==> src/logic/ssr_pkg.sv <==
// Package for the soft starter ramp and overload controller.
// Assumes a 200 MHz system clock and a plain register port with 16-bit data.
package ssr_pkg;
  // ---------------------------------------------------------------
  // Clock and timing
  // ---------------------------------------------------------------
  localparam int CLK_PERIOD_NS = 5;
  localparam int TICK_PERIOD_NS = 10_000_000; // Control tick, 10 ms
  localparam int TICK_CYCLES = TICK_PERIOD_NS / CLK_PERIOD_NS;
  localparam int TICKS_PER_SEC = 1_000_000_000 / TICK_PERIOD_NS;

  // ---------------------------------------------------------------
  // Register offsets (word index on the register port)
  // ---------------------------------------------------------------
  localparam logic [4:0] OFS_FLC = 5'h00;
  localparam logic [4:0] OFS_SF = 5'h01;
  localparam logic [4:0] OFS_OL_START = 5'h02;
  localparam logic [4:0] OFS_OL_RUN = 5'h03;
  localparam logic [4:0] OFS_OL_MODE = 5'h04;
  localparam logic [4:0] OFS_PROFILE = 5'h05;
  localparam logic [4:0] OFS_R1_BASE = 5'h06; // +0 init V, +1 init I, +2 time, +3 limit
  localparam logic [4:0] OFS_R2_BASE = 5'h0A;
  localparam logic [4:0] OFS_STATUS = 5'h10;
  localparam logic [4:0] OFS_RAMP_REF = 5'h11;

  // ---------------------------------------------------------------
  // Status field positions
  // ---------------------------------------------------------------
  localparam int ST_STATE_LSB = 0; // 3 bits
  localparam int ST_TRIP_BIT = 3;
  localparam int ST_RAMP2_BIT = 4;
  localparam int ST_CURTYPE_BIT = 5;
  localparam int ST_CLAMP_BIT = 6;
  localparam int ST_UNPROG_BIT = 7;

  // ---------------------------------------------------------------
  // Reset values and legal ranges (percent, seconds, class)
  // ---------------------------------------------------------------
  localparam logic [15:0] RST_FLC = 16'h0000; // Unprogrammed
  localparam logic [15:0] RST_SF = 16'h0064; // 1.00 in hundredths
  localparam logic [15:0] RST_OL_CLASS = 16'h000A;
  localparam logic [15:0] RST_OL_MODE = 16'h0000;
  localparam logic [15:0] RST_PROFILE = 16'h0001;
  localparam logic [15:0] RST_INIT_V = 16'h003C;
  localparam logic [15:0] RST_INIT_I = 16'h00C8;
  localparam logic [15:0] RST_TIME = 16'h000A;
  localparam logic [15:0] RST_LIMIT = 16'h015E;
  localparam logic [15:0] FLC_MIN = 16'h0032;
  localparam logic [15:0] SF_MIN = 16'h0064;
  localparam logic [15:0] SF_MAX = 16'h0082;
  localparam logic [15:0] SF_FLC_SUM = 16'h00C8; // FLC max = 200 - SF
  localparam logic [31:0] UNIT_MAX_PROD = 32'h0000_2710; // 100% x 1.00
  localparam logic [15:0] CLASS_MIN = 16'h0005;
  localparam logic [15:0] CLASS_MAX = 16'h001E;
  localparam logic [15:0] MODE_MAX = 16'h0002;
  localparam logic [15:0] PROF_MIN = 16'h0001;
  localparam logic [15:0] PROF_MAX = 16'h0004;
  localparam logic [15:0] VOLT_MAX = 16'h0064;
  localparam logic [15:0] CUR_MAX = 16'h0258;
  localparam logic [15:0] TIME_MIN = 16'h0001;
  localparam logic [15:0] TIME_MAX = 16'h0078;
  localparam logic [15:0] LIMIT_MIN = 16'h00C8;
  localparam logic [15:0] FULL_VOLT = 16'h0064;

  typedef enum logic [1:0] {
    OLM_MANUAL = 2'b00,
    OLM_AUTO = 2'b01,
    OLM_OFF = 2'b10
  } ssr_olm_t;

  typedef enum logic [2:0] {
    ST_INIT = 3'b000,
    ST_IDLE = 3'b001,
    ST_RAMP = 3'b010,
    ST_RUN = 3'b011,
    ST_TRIP = 3'b100
  } ssr_state_t;

  // One ramp's settings travel together
  typedef struct packed {
    logic [15:0] init_v;
    logic [15:0] init_i;
    logic [15:0] time_s;
    logic [15:0] limit;
  } ssr_ramp_t;

  // Register port request
  typedef struct packed {
    logic wr;
    logic rd;
    logic [4:0] addr;
    logic [15:0] wdata;
  } ssr_req_t;
endpackage : ssr_pkg

==> src/logic/ssr_ctrl.sv <==
// Soft starter ramp profile, current clamp and overload policy controller.
// Assumes all inputs are synchronous to clk_sys; the thermal model, the
// full-speed detector and the non-volatile trip memory sit outside.
//
// Function
// - Profile selector 1-4 sets both ramp types
// - Ramp two only with dual-ramp input closed
// - Ramp one voltage start for profile 1/3
// - Ramp one current start for profile 2/4
// - Ramp two voltage start for profile 1/4
// - Ramp two current start for profile 2/3
// - Ramp time 1-120 s, default 10
// - Clamp current to limit until speed/trip; the code also releases it when the ramp time runs out
// - Current percentages relative to motor FULL_LOAD_AMPS
// - Full-speed detection may end ramp early
// - Service factor 1.00-1.30, refuse over-rating
// - Start overload class 5-30, default 10
// - Run class only after full speed; the code also switches to it when the ramp time runs out
// - Manual reset needs cooling plus reset key
// - Automatic reset after cooling, two-wire immediate
// - Mode 2 never trips on thermal overload
// - Power cycle keeps trip; auto clears when cool
// - No motor operation while FULL_LOAD_AMPS unprogrammed
// - FULL_LOAD_AMPS 50-100%, bound lowered by service factor
//
// Added by the designer: strobed register access and the register addresses.
`timescale 1ns/1ps
module ssr_ctrl
  import ssr_pkg::*;
#(
  parameter int TICK_LEN = TICK_CYCLES
) (
  // Clock and reset
  input wire logic clk_sys,
  input wire logic reset_n,
  // Register port
  input wire ssr_req_t reg_req,
  output logic [15:0] reg_rdata,
  // Operator and feedback inputs
  input wire logic start_cmd,
  input wire logic two_wire_mode,
  input wire logic reset_key,
  input wire logic dual_ramp_in,
  input wire logic at_full_speed,
  input wire logic [15:0] motor_current,
  input wire logic thermal_over,
  input wire logic cool_done,
  input wire logic trip_retained,
  // Output stage and thermal model
  output logic drive_en,
  output logic ramp_is_current,
  output logic [15:0] ramp_ref,
  output logic [15:0] current_limit,
  output logic [31:0] current_limit_abs,
  output logic current_clamp,
  output logic [15:0] ol_class,
  output logic ol_tripped
);

  // ---------------------------------------------------------------
  // Settings registers
  // ---------------------------------------------------------------
  logic [15:0] flc_q, sf_q, ol_start_q, ol_run_q, mode_q, prof_q;
  ssr_ramp_t r1_q, r2_q;
  logic [15:0] wd;
  logic [4:0] wa;
  logic [31:0] sf_prod;
  assign wd = reg_req.wdata;
  assign wa = reg_req.addr;
  assign sf_prod = flc_q * wd;

  // Validated writes; out-of-range values are dropped and the old value kept
  always_ff @(posedge clk_sys or negedge reset_n) begin
    if (!reset_n) begin
      flc_q <= RST_FLC;
      sf_q <= RST_SF;
      ol_start_q <= RST_OL_CLASS;
      ol_run_q <= RST_OL_CLASS;
      mode_q <= RST_OL_MODE;
      prof_q <= RST_PROFILE;
      r1_q <= {RST_INIT_V, RST_INIT_I, RST_TIME, RST_LIMIT};
      r2_q <= {RST_INIT_V, RST_INIT_I, RST_TIME, RST_LIMIT};
    end else if (reg_req.wr) begin
      case (wa)
        OFS_FLC: begin
          if (wd >= FLC_MIN && wd <= SF_FLC_SUM - sf_q) flc_q <= wd;
        end
        OFS_SF: begin
          if (wd >= SF_MIN && wd <= SF_MAX && sf_prod <= UNIT_MAX_PROD) sf_q <= wd;
        end
        OFS_OL_START: begin
          if (wd >= CLASS_MIN && wd <= CLASS_MAX) ol_start_q <= wd;
        end
        OFS_OL_RUN: begin
          if (wd >= CLASS_MIN && wd <= CLASS_MAX) ol_run_q <= wd;
        end
        OFS_OL_MODE: begin
          if (wd <= MODE_MAX) mode_q <= wd;
        end
        OFS_PROFILE: begin
          if (wd >= PROF_MIN && wd <= PROF_MAX) prof_q <= wd;
        end
        OFS_R1_BASE: begin
          if (wd <= VOLT_MAX) r1_q.init_v <= wd;
        end
        OFS_R1_BASE + 5'h01: begin
          if (wd <= CUR_MAX) r1_q.init_i <= wd;
        end
        OFS_R1_BASE + 5'h02: begin
          if (wd >= TIME_MIN && wd <= TIME_MAX) r1_q.time_s <= wd;
        end
        OFS_R1_BASE + 5'h03: begin
          if (wd >= LIMIT_MIN && wd <= CUR_MAX) r1_q.limit <= wd;
        end
        OFS_R2_BASE: begin
          if (wd <= VOLT_MAX) r2_q.init_v <= wd;
        end
        OFS_R2_BASE + 5'h01: begin
          if (wd <= CUR_MAX) r2_q.init_i <= wd;
        end
        OFS_R2_BASE + 5'h02: begin
          if (wd >= TIME_MIN && wd <= TIME_MAX) r2_q.time_s <= wd;
        end
        OFS_R2_BASE + 5'h03: begin
          if (wd >= LIMIT_MIN && wd <= CUR_MAX) r2_q.limit <= wd;
        end
        default: begin
        end
      endcase
    end
  end

  // ---------------------------------------------------------------
  // Profile decode and ramp selection
  // ---------------------------------------------------------------
  logic r1_cur, r2_cur, sel_r2, act_cur;
  ssr_ramp_t act;
  logic [15:0] init_lvl, target, start_lvl, delta;
  logic [31:0] n_ticks;

  // Type per ramp: 1 V/V, 2 I/I, 3 V/I, 4 I/V
  assign r1_cur = (prof_q == 16'h0002) || (prof_q == 16'h0004);
  assign r2_cur = (prof_q == 16'h0002) || (prof_q == 16'h0003);

  // Dual-ramp input picks the settings at the start; open means ramp one only
  logic act_r2_q;
  ssr_state_t state_q;
  // While idle the input is followed live, so the start level loaded on the
  // start edge already comes from the ramp that the same edge latches
  assign sel_r2 = (state_q == ST_IDLE) ? dual_ramp_in : act_r2_q;
  assign act = sel_r2 ? r2_q : r1_q;
  assign act_cur = sel_r2 ? r2_cur : r1_cur;

  // Only the initial level matching the ramp type is used
  assign init_lvl = act_cur ? act.init_i : act.init_v;
  // Voltage ramps end at full voltage, current ramps at the limit (% of FULL_LOAD_AMPS)
  assign target = act_cur ? act.limit : FULL_VOLT;
  assign start_lvl = (init_lvl > target) ? target : init_lvl;
  assign delta = target - start_lvl;
  assign n_ticks = act.time_s * TICKS_PER_SEC;

  // ---------------------------------------------------------------
  // Control tick
  // ---------------------------------------------------------------
  logic [31:0] tick_cnt_q;
  logic tick;
  assign tick = (tick_cnt_q == 32'(TICK_LEN - 1));

  // Free-running divider; ramps start at any phase of it, so the first
  // step may come up to one tick early
  always_ff @(posedge clk_sys or negedge reset_n) begin
    if (!reset_n) begin
      tick_cnt_q <= 32'h0000_0000;
    end else if (tick) begin
      tick_cnt_q <= 32'h0000_0000;
    end else begin
      tick_cnt_q <= tick_cnt_q + 32'h0000_0001;
    end
  end

  // ---------------------------------------------------------------
  // Sequencer
  // ---------------------------------------------------------------
  logic start_d1_q, go, ramp_done, trip_now, reset_ok;
  logic [15:0] ref_q;
  logic [31:0] acc_q, el_q;
  logic unprog;

  assign unprog = (flc_q == RST_FLC);
  // Two-wire control runs on the level, three-wire on a fresh press
  assign go = two_wire_mode ? start_cmd : (start_cmd && !start_d1_q);
  assign ramp_done = at_full_speed || ((el_q >= n_ticks) && (ref_q == target));
  assign trip_now = thermal_over && (mode_q != 16'(OLM_OFF));
  // Manual needs key and cooling; automatic only cooling
  assign reset_ok = cool_done && ((mode_q == 16'(OLM_AUTO)) || reset_key);

  always_ff @(posedge clk_sys or negedge reset_n) begin
    if (!reset_n) begin
      start_d1_q <= 1'b0;
    end else begin
      start_d1_q <= start_cmd;
    end
  end

  // State machine; the retained trip is reloaded after each power-up
  always_ff @(posedge clk_sys or negedge reset_n) begin
    if (!reset_n) begin
      state_q <= ST_INIT;
    end else begin
      case (state_q)
        ST_INIT: begin
          state_q <= trip_retained ? ST_TRIP : ST_IDLE;
        end
        ST_IDLE: begin
          if (go && !unprog) state_q <= ST_RAMP;
        end
        ST_RAMP: begin
          if (trip_now) state_q <= ST_TRIP;
          else if (!start_cmd) state_q <= ST_IDLE;
          else if (ramp_done) state_q <= ST_RUN;
        end
        ST_RUN: begin
          if (trip_now) state_q <= ST_TRIP;
          else if (!start_cmd) state_q <= ST_IDLE;
        end
        ST_TRIP: begin
          if (reset_ok) state_q <= ST_IDLE;
        end
        default: begin
          state_q <= ST_INIT;
        end
      endcase
    end
  end

  // Ramp selection latched at start so a mid-ramp change cannot jump
  always_ff @(posedge clk_sys or negedge reset_n) begin
    if (!reset_n) begin
      act_r2_q <= 1'b0;
    end else if (state_q == ST_IDLE && go) begin
      act_r2_q <= dual_ramp_in;
    end
  end

  // Linear reference: each tick adds the span to an accumulator, and each
  // whole step of n_ticks is paid out one count per clock, well inside a tick
  always_ff @(posedge clk_sys or negedge reset_n) begin
    if (!reset_n) begin
      ref_q <= 16'h0000;
      acc_q <= 32'h0000_0000;
      el_q <= 32'h0000_0000;
    end else if (state_q != ST_RAMP) begin
      ref_q <= (state_q == ST_RUN) ? target : start_lvl;
      acc_q <= 32'h0000_0000;
      el_q <= 32'h0000_0000;
    end else if (tick && el_q < n_ticks) begin
      acc_q <= acc_q + {16'h0000, delta};
      el_q <= el_q + 32'h0000_0001;
    end else if (acc_q >= n_ticks && ref_q < target) begin
      acc_q <= acc_q - n_ticks;
      ref_q <= ref_q + 16'h0001;
    end else if (tick) begin
      el_q <= el_q;
    end
  end

  // ---------------------------------------------------------------
  // Outputs
  // ---------------------------------------------------------------
  logic in_motion;
  assign in_motion = (state_q == ST_RAMP) || (state_q == ST_RUN);

  always_ff @(posedge clk_sys or negedge reset_n) begin
    if (!reset_n) begin
      drive_en <= 1'b0;
      ramp_is_current <= 1'b0;
      ramp_ref <= 16'h0000;
      current_limit <= RST_LIMIT;
      current_limit_abs <= 32'h0000_0000;
      current_clamp <= 1'b0;
      ol_class <= RST_OL_CLASS;
      ol_tripped <= 1'b0;
    end else begin
      drive_en <= in_motion && !unprog;
      ramp_is_current <= act_cur;
      ramp_ref <= ref_q;
      current_limit <= act.limit;
      // Limit scaled by FULL_LOAD_AMPS: units of 1/10000 of unit maximum
      current_limit_abs <= act.limit * flc_q;
      // Clamp only while motor current is at or above the limit during the ramp, released when the ramp ends or on trip
      current_clamp <= (state_q == ST_RAMP) && !trip_now
                       && (motor_current >= act.limit);
      // Starting class until the ramp ends at full speed or at the ramp time, then the running class
      ol_class <= (state_q == ST_RUN) ? ol_run_q : ol_start_q;
      ol_tripped <= (state_q == ST_TRIP);
    end
  end

  // ---------------------------------------------------------------
  // Register read
  // ---------------------------------------------------------------
  always_ff @(posedge clk_sys or negedge reset_n) begin
    if (!reset_n) begin
      reg_rdata <= 16'h0000;
    end else if (reg_req.rd) begin
      case (wa)
        OFS_FLC: reg_rdata <= flc_q;
        OFS_SF: reg_rdata <= sf_q;
        OFS_OL_START: reg_rdata <= ol_start_q;
        OFS_OL_RUN: reg_rdata <= ol_run_q;
        OFS_OL_MODE: reg_rdata <= mode_q;
        OFS_PROFILE: reg_rdata <= prof_q;
        OFS_R1_BASE: reg_rdata <= r1_q.init_v;
        OFS_R1_BASE + 5'h01: reg_rdata <= r1_q.init_i;
        OFS_R1_BASE + 5'h02: reg_rdata <= r1_q.time_s;
        OFS_R1_BASE + 5'h03: reg_rdata <= r1_q.limit;
        OFS_R2_BASE: reg_rdata <= r2_q.init_v;
        OFS_R2_BASE + 5'h01: reg_rdata <= r2_q.init_i;
        OFS_R2_BASE + 5'h02: reg_rdata <= r2_q.time_s;
        OFS_R2_BASE + 5'h03: reg_rdata <= r2_q.limit;
        OFS_STATUS: begin
          reg_rdata <= {8'h00, unprog, current_clamp, act_cur, sel_r2,
                        (state_q == ST_TRIP), state_q};
        end
        OFS_RAMP_REF: reg_rdata <= ref_q;
        default: reg_rdata <= 16'h0000;
      endcase
    end else begin
      reg_rdata <= 16'h0000;
    end
  end
endmodule : ssr_ctrl

==> config.mk <==
export PLATFORM = sky130hd
export DESIGN_NAME = ssr_ctrl
export DESIGN_NICKNAME = d
export VERILOG_FILES = /design/src/logic/ssr_pkg.sv /design/src/logic/ssr_ctrl.sv
export SDC_FILE = /design/constraint.sdc
export NUM_CORES = 2
export LEC_CHECK = 0
export BUFFER_PORTS_ARGS = -buffer_cell sky130_fd_sc_hd__buf_2
export CAP_MARGIN = 20
export CORE_MARGIN = 1
export CORE_UTILIZATION = 57
export CTS_BUF_LIST = sky130_fd_sc_hd__clkbuf_4 sky130_fd_sc_hd__clkbuf_8
export CTS_CLUSTER_DIAMETER = 150
export CTS_CLUSTER_SIZE = 24
export DETAILED_ROUTE_END_ITERATION = 7
export PLACE_DENSITY = 0.77
export SYNTH_ARGS = -nofsm -noshare
export SYNTH_HDL_FRONTEND = slang
export SYNTH_SLANG_ARGS = --single-unit
==> constraint.sdc <==
create_clock -name clk_sys -period 7.8 [get_ports clk_sys]
set_clock_uncertainty 0.15 [all_clocks]
set_input_delay 0.39 -clock clk_sys [delete_from_list [all_inputs] [get_ports clk_sys]]
set_output_delay 0.39 -clock clk_sys [all_outputs]
set_load 0.02 [all_outputs]
==> reports/qor.yml <==
status: "finished, violations left"
violations: "DRC"
ir_worst_vdd_mv: 0.490
clock-sinks: 441
rsz0062_at_grt: "true"
cp-start-kind: "flip-flop"
setup_viol: 0
synth_ff_type: "dfrtp_1"
start_util_pct: 57.9
power_density_nw_per_um2: 290
regToRegSetupSlack_ps: 70
grt.total_usage_pct: 34.4
rows: 99
drc: 14
area_delta_synth_final_pct: 13.2
netlist_area_um2: 42500
critical_path_class: "reg2reg"
cts.clk_slew.worst_paths_ps: 160
max-cap-violations: 0
port_buffers: 148
yosys_register_bits: 441
syn_nets: 5411
ant_nets: 0
cts_buffer_depth: 3
total_power_mw: 14.0
min_path_cells: 4
synthTopCellsByArea: "dfrtp_1 23%, fa_1 19%, ha_1 12%"
slew-limit-headroom_pct: 20.7
layout_commonest_cell: "inv_1"
cts_tree: "built"
rr_endpoint: "acc_q[28]"
gp_congestion: 0.998
period_share_pct: 99.1
via_per_inst: 6.04
fin_area_um2: 48200
syn_inst: 4563
design.core.area_um2: 73500
synth_top_area_share_pct: 23.2
crit_path_max_fanout: 8
dpl-instance-area_um2: 46200
async_flop_share_pct: 100
grt_pass1_vias: 34900
worstPathRequired_ps: 8280
fillCellCount: 5936
synth_area_per_cell_um2: 9.32
synth-warning-count: 0
fin_ws_ps: 69.2
final_max_slew_viol_count: 0
p_leak_nw: 25.0
drtPass1Iterations: 8
insertion_delay_ps: 720
yosysSeqAreaShare_pct: 26.1
hpwlAfterDp_um: 99900
rr_startpoint: "state_q[2]"
rr_worst_depth: 39
tightest_slew_ps: 1190
synth-edff-count: 0
grt_pass1_wl_um: 200000
antenna_found_initial: 5
post-route-util_pct: 65.6
min-delay-start: "at_full_speed"
ios: 149
drt-initial-drc-count: 3560
grt_max_degree: 177
cp-end-kind: "flip-flop"
layout-drive-gt1-share_pct: 18.7
hold-path-endpoint: "state_q[1]"
place_ws_ps: -376
fmax_mhz: 129
fp.dieW_um: 275
max_stage_delay_ps: 480
synth.distinct_cells: 89
die_y_um: 275
fin_crit_ps: 7730
synth.largest_area_cell: "dfrtp_1"
die_area_um2: 75700
grt_overflow: 0
drt-total-wl_um: 131000
crit_arrival_ps: 8210
regArea_um2: 11100
fin_tns_setup_ps: 0
num_vias: 35500
cts_root_buf: "clkbuf_8"
nets: 5746
layout_common_cells: "597 x inv_1, 512 x nand2_1, 400 x fa_1, 389 x dfrtp_1, 385 x ha_1"
h-tree-depth: 1
hold_path.class: "in2reg"
multi_input_comb_area_um2: 29200
slowest_stage: "dfrtp_2"
routedWlPerCell_um: 22.3
hold_viol_final: 0
numCtsBuffers: 22
-- worst max-delay path: cells and delay by family, from the launching register on --
kind | cells | cell delay, ps
flops | 1 | 480
simple gates | 10 | 2270
buf+inv | 9 | 1030
compound gates | 15 | 2350
mux | 1 | 170
fa+ha+maj | 4 | 1160
-- through the flow --
step / hold slack, ps / std cells
after floorplan: -55.6 / 4563
after global placement: 276 / 5762
after detailed placement: 276 / 5762
after CTS: 1.08 / 5817
after global routing: 53.6 / 5874
final: 37.9 / 5874
-- cells in the mapped netlist, types with 38 or more instances --
master and count:
nor2b_1 118, ha_1 397, o21ai_0 112, a221oi_1 46, fa_1 402, a22o_1 38
and3_1 54, dfrtp_1 395, inv_1 604, dfstp_2 46, mux2_2 130, and2_1 251
xor2_1 74, nor3_1 52, nand3_1 85, xnor2_1 103, nor2_1 231, nand4_1 44
clkbuf_1 189, a22oi_1 39, a21oi_1 168, nand2_1 518, a21o_1 59
-- layout make-up --
| type | count | share of cell area, % |
|---|---|---|
| Inverter | 607 | 4.73 |
| Clock buffer | 38 | 0.891 |
| Tap cell | 959 | 2.49 |
| Multi-Input combinational cell | 3305 | 60.7 |
| Sequential cell | 441 | 23.1 |
| Timing Repair Buffer | 521 | 8.07 |
| Clock inverter | 2 | 0.0675 |
| Antenna cell | 1 | 0.00520 |
-- worst max path at each step --
| stage | from | end | slack (ps) | depth (start not counted) |
|---|---|---|---|---|
| 2_1_floorplan | state_q[2] | acc_q[19] | -40 | 40 |
| 3_3_place_gp | state_q[2] | acc_q[31] | -130 | 41 |
| 3_5_place_dp | state_q[2] | acc_q[17] | -380 | 40 |
| 4_1_cts | state_q[1] | current_limit_abs[30] | 0.5 | 31 |
| 5_1_grt | state_q[2] | acc_q[31] | -200 | 36 |
| 6_report | state_q[2] | acc_q[28] | 70 | 39 |
-- routing by layer --
metal  routed length, um  vias up  global-route usage (%)
met5                   9        -                       0
met4                5260        2                    12.3
met3               14100      299                    7.34
met2               56800     1864                    51.3
met1               54600    17600                    49.4
li1                    -    15800                       -
-- report_power, final --
group	internal (mW)	switching, mW
Combinational	4.76	5.42
Sequential	2.42	0.244
Clock	0.355	0.777
-- logic make-up after synthesis --
group / synth area share, %
and+or+nand+nor: 17.0
buffers and inverters: 7.24
adders and majority gates: 30.7
AOI/OAI and AO/OA: 11.2
DFF: 26.1
xor gates and xnor gates: 3.64
muxes: 4.20
-- registers in the layout, indices dropped and copies added (netlist names) --
name and count:
drive_en 1, ol_tripped 1, current_limit 16, r1_q 64
r2_q 64, prof_q 16, ramp_is_current 1, ref_q 16
act_r2_q 1, start_d1_q 1, ol_start_q 16, flc_q 16
ol_class 16, state_q 3, el_q 32, ramp_ref 16
current_clamp 1, acc_q 32, reg_rdata 16, mode_q 16
sf_q 16, ol_run_q 16, current_limit_abs 32, tick_cnt_q 32
-- what timing repair did --
item                       CTS  global route
pin swaps                   10            79
hold endpoints to repair    91             0
setup endpoints to repair   47            92
hold buffers                 7             0
gates resized for setup     28           168
buffers inserted             8            50
gates cloned                 0             6
No activity file was read; power rests on OpenSTA's default activity.
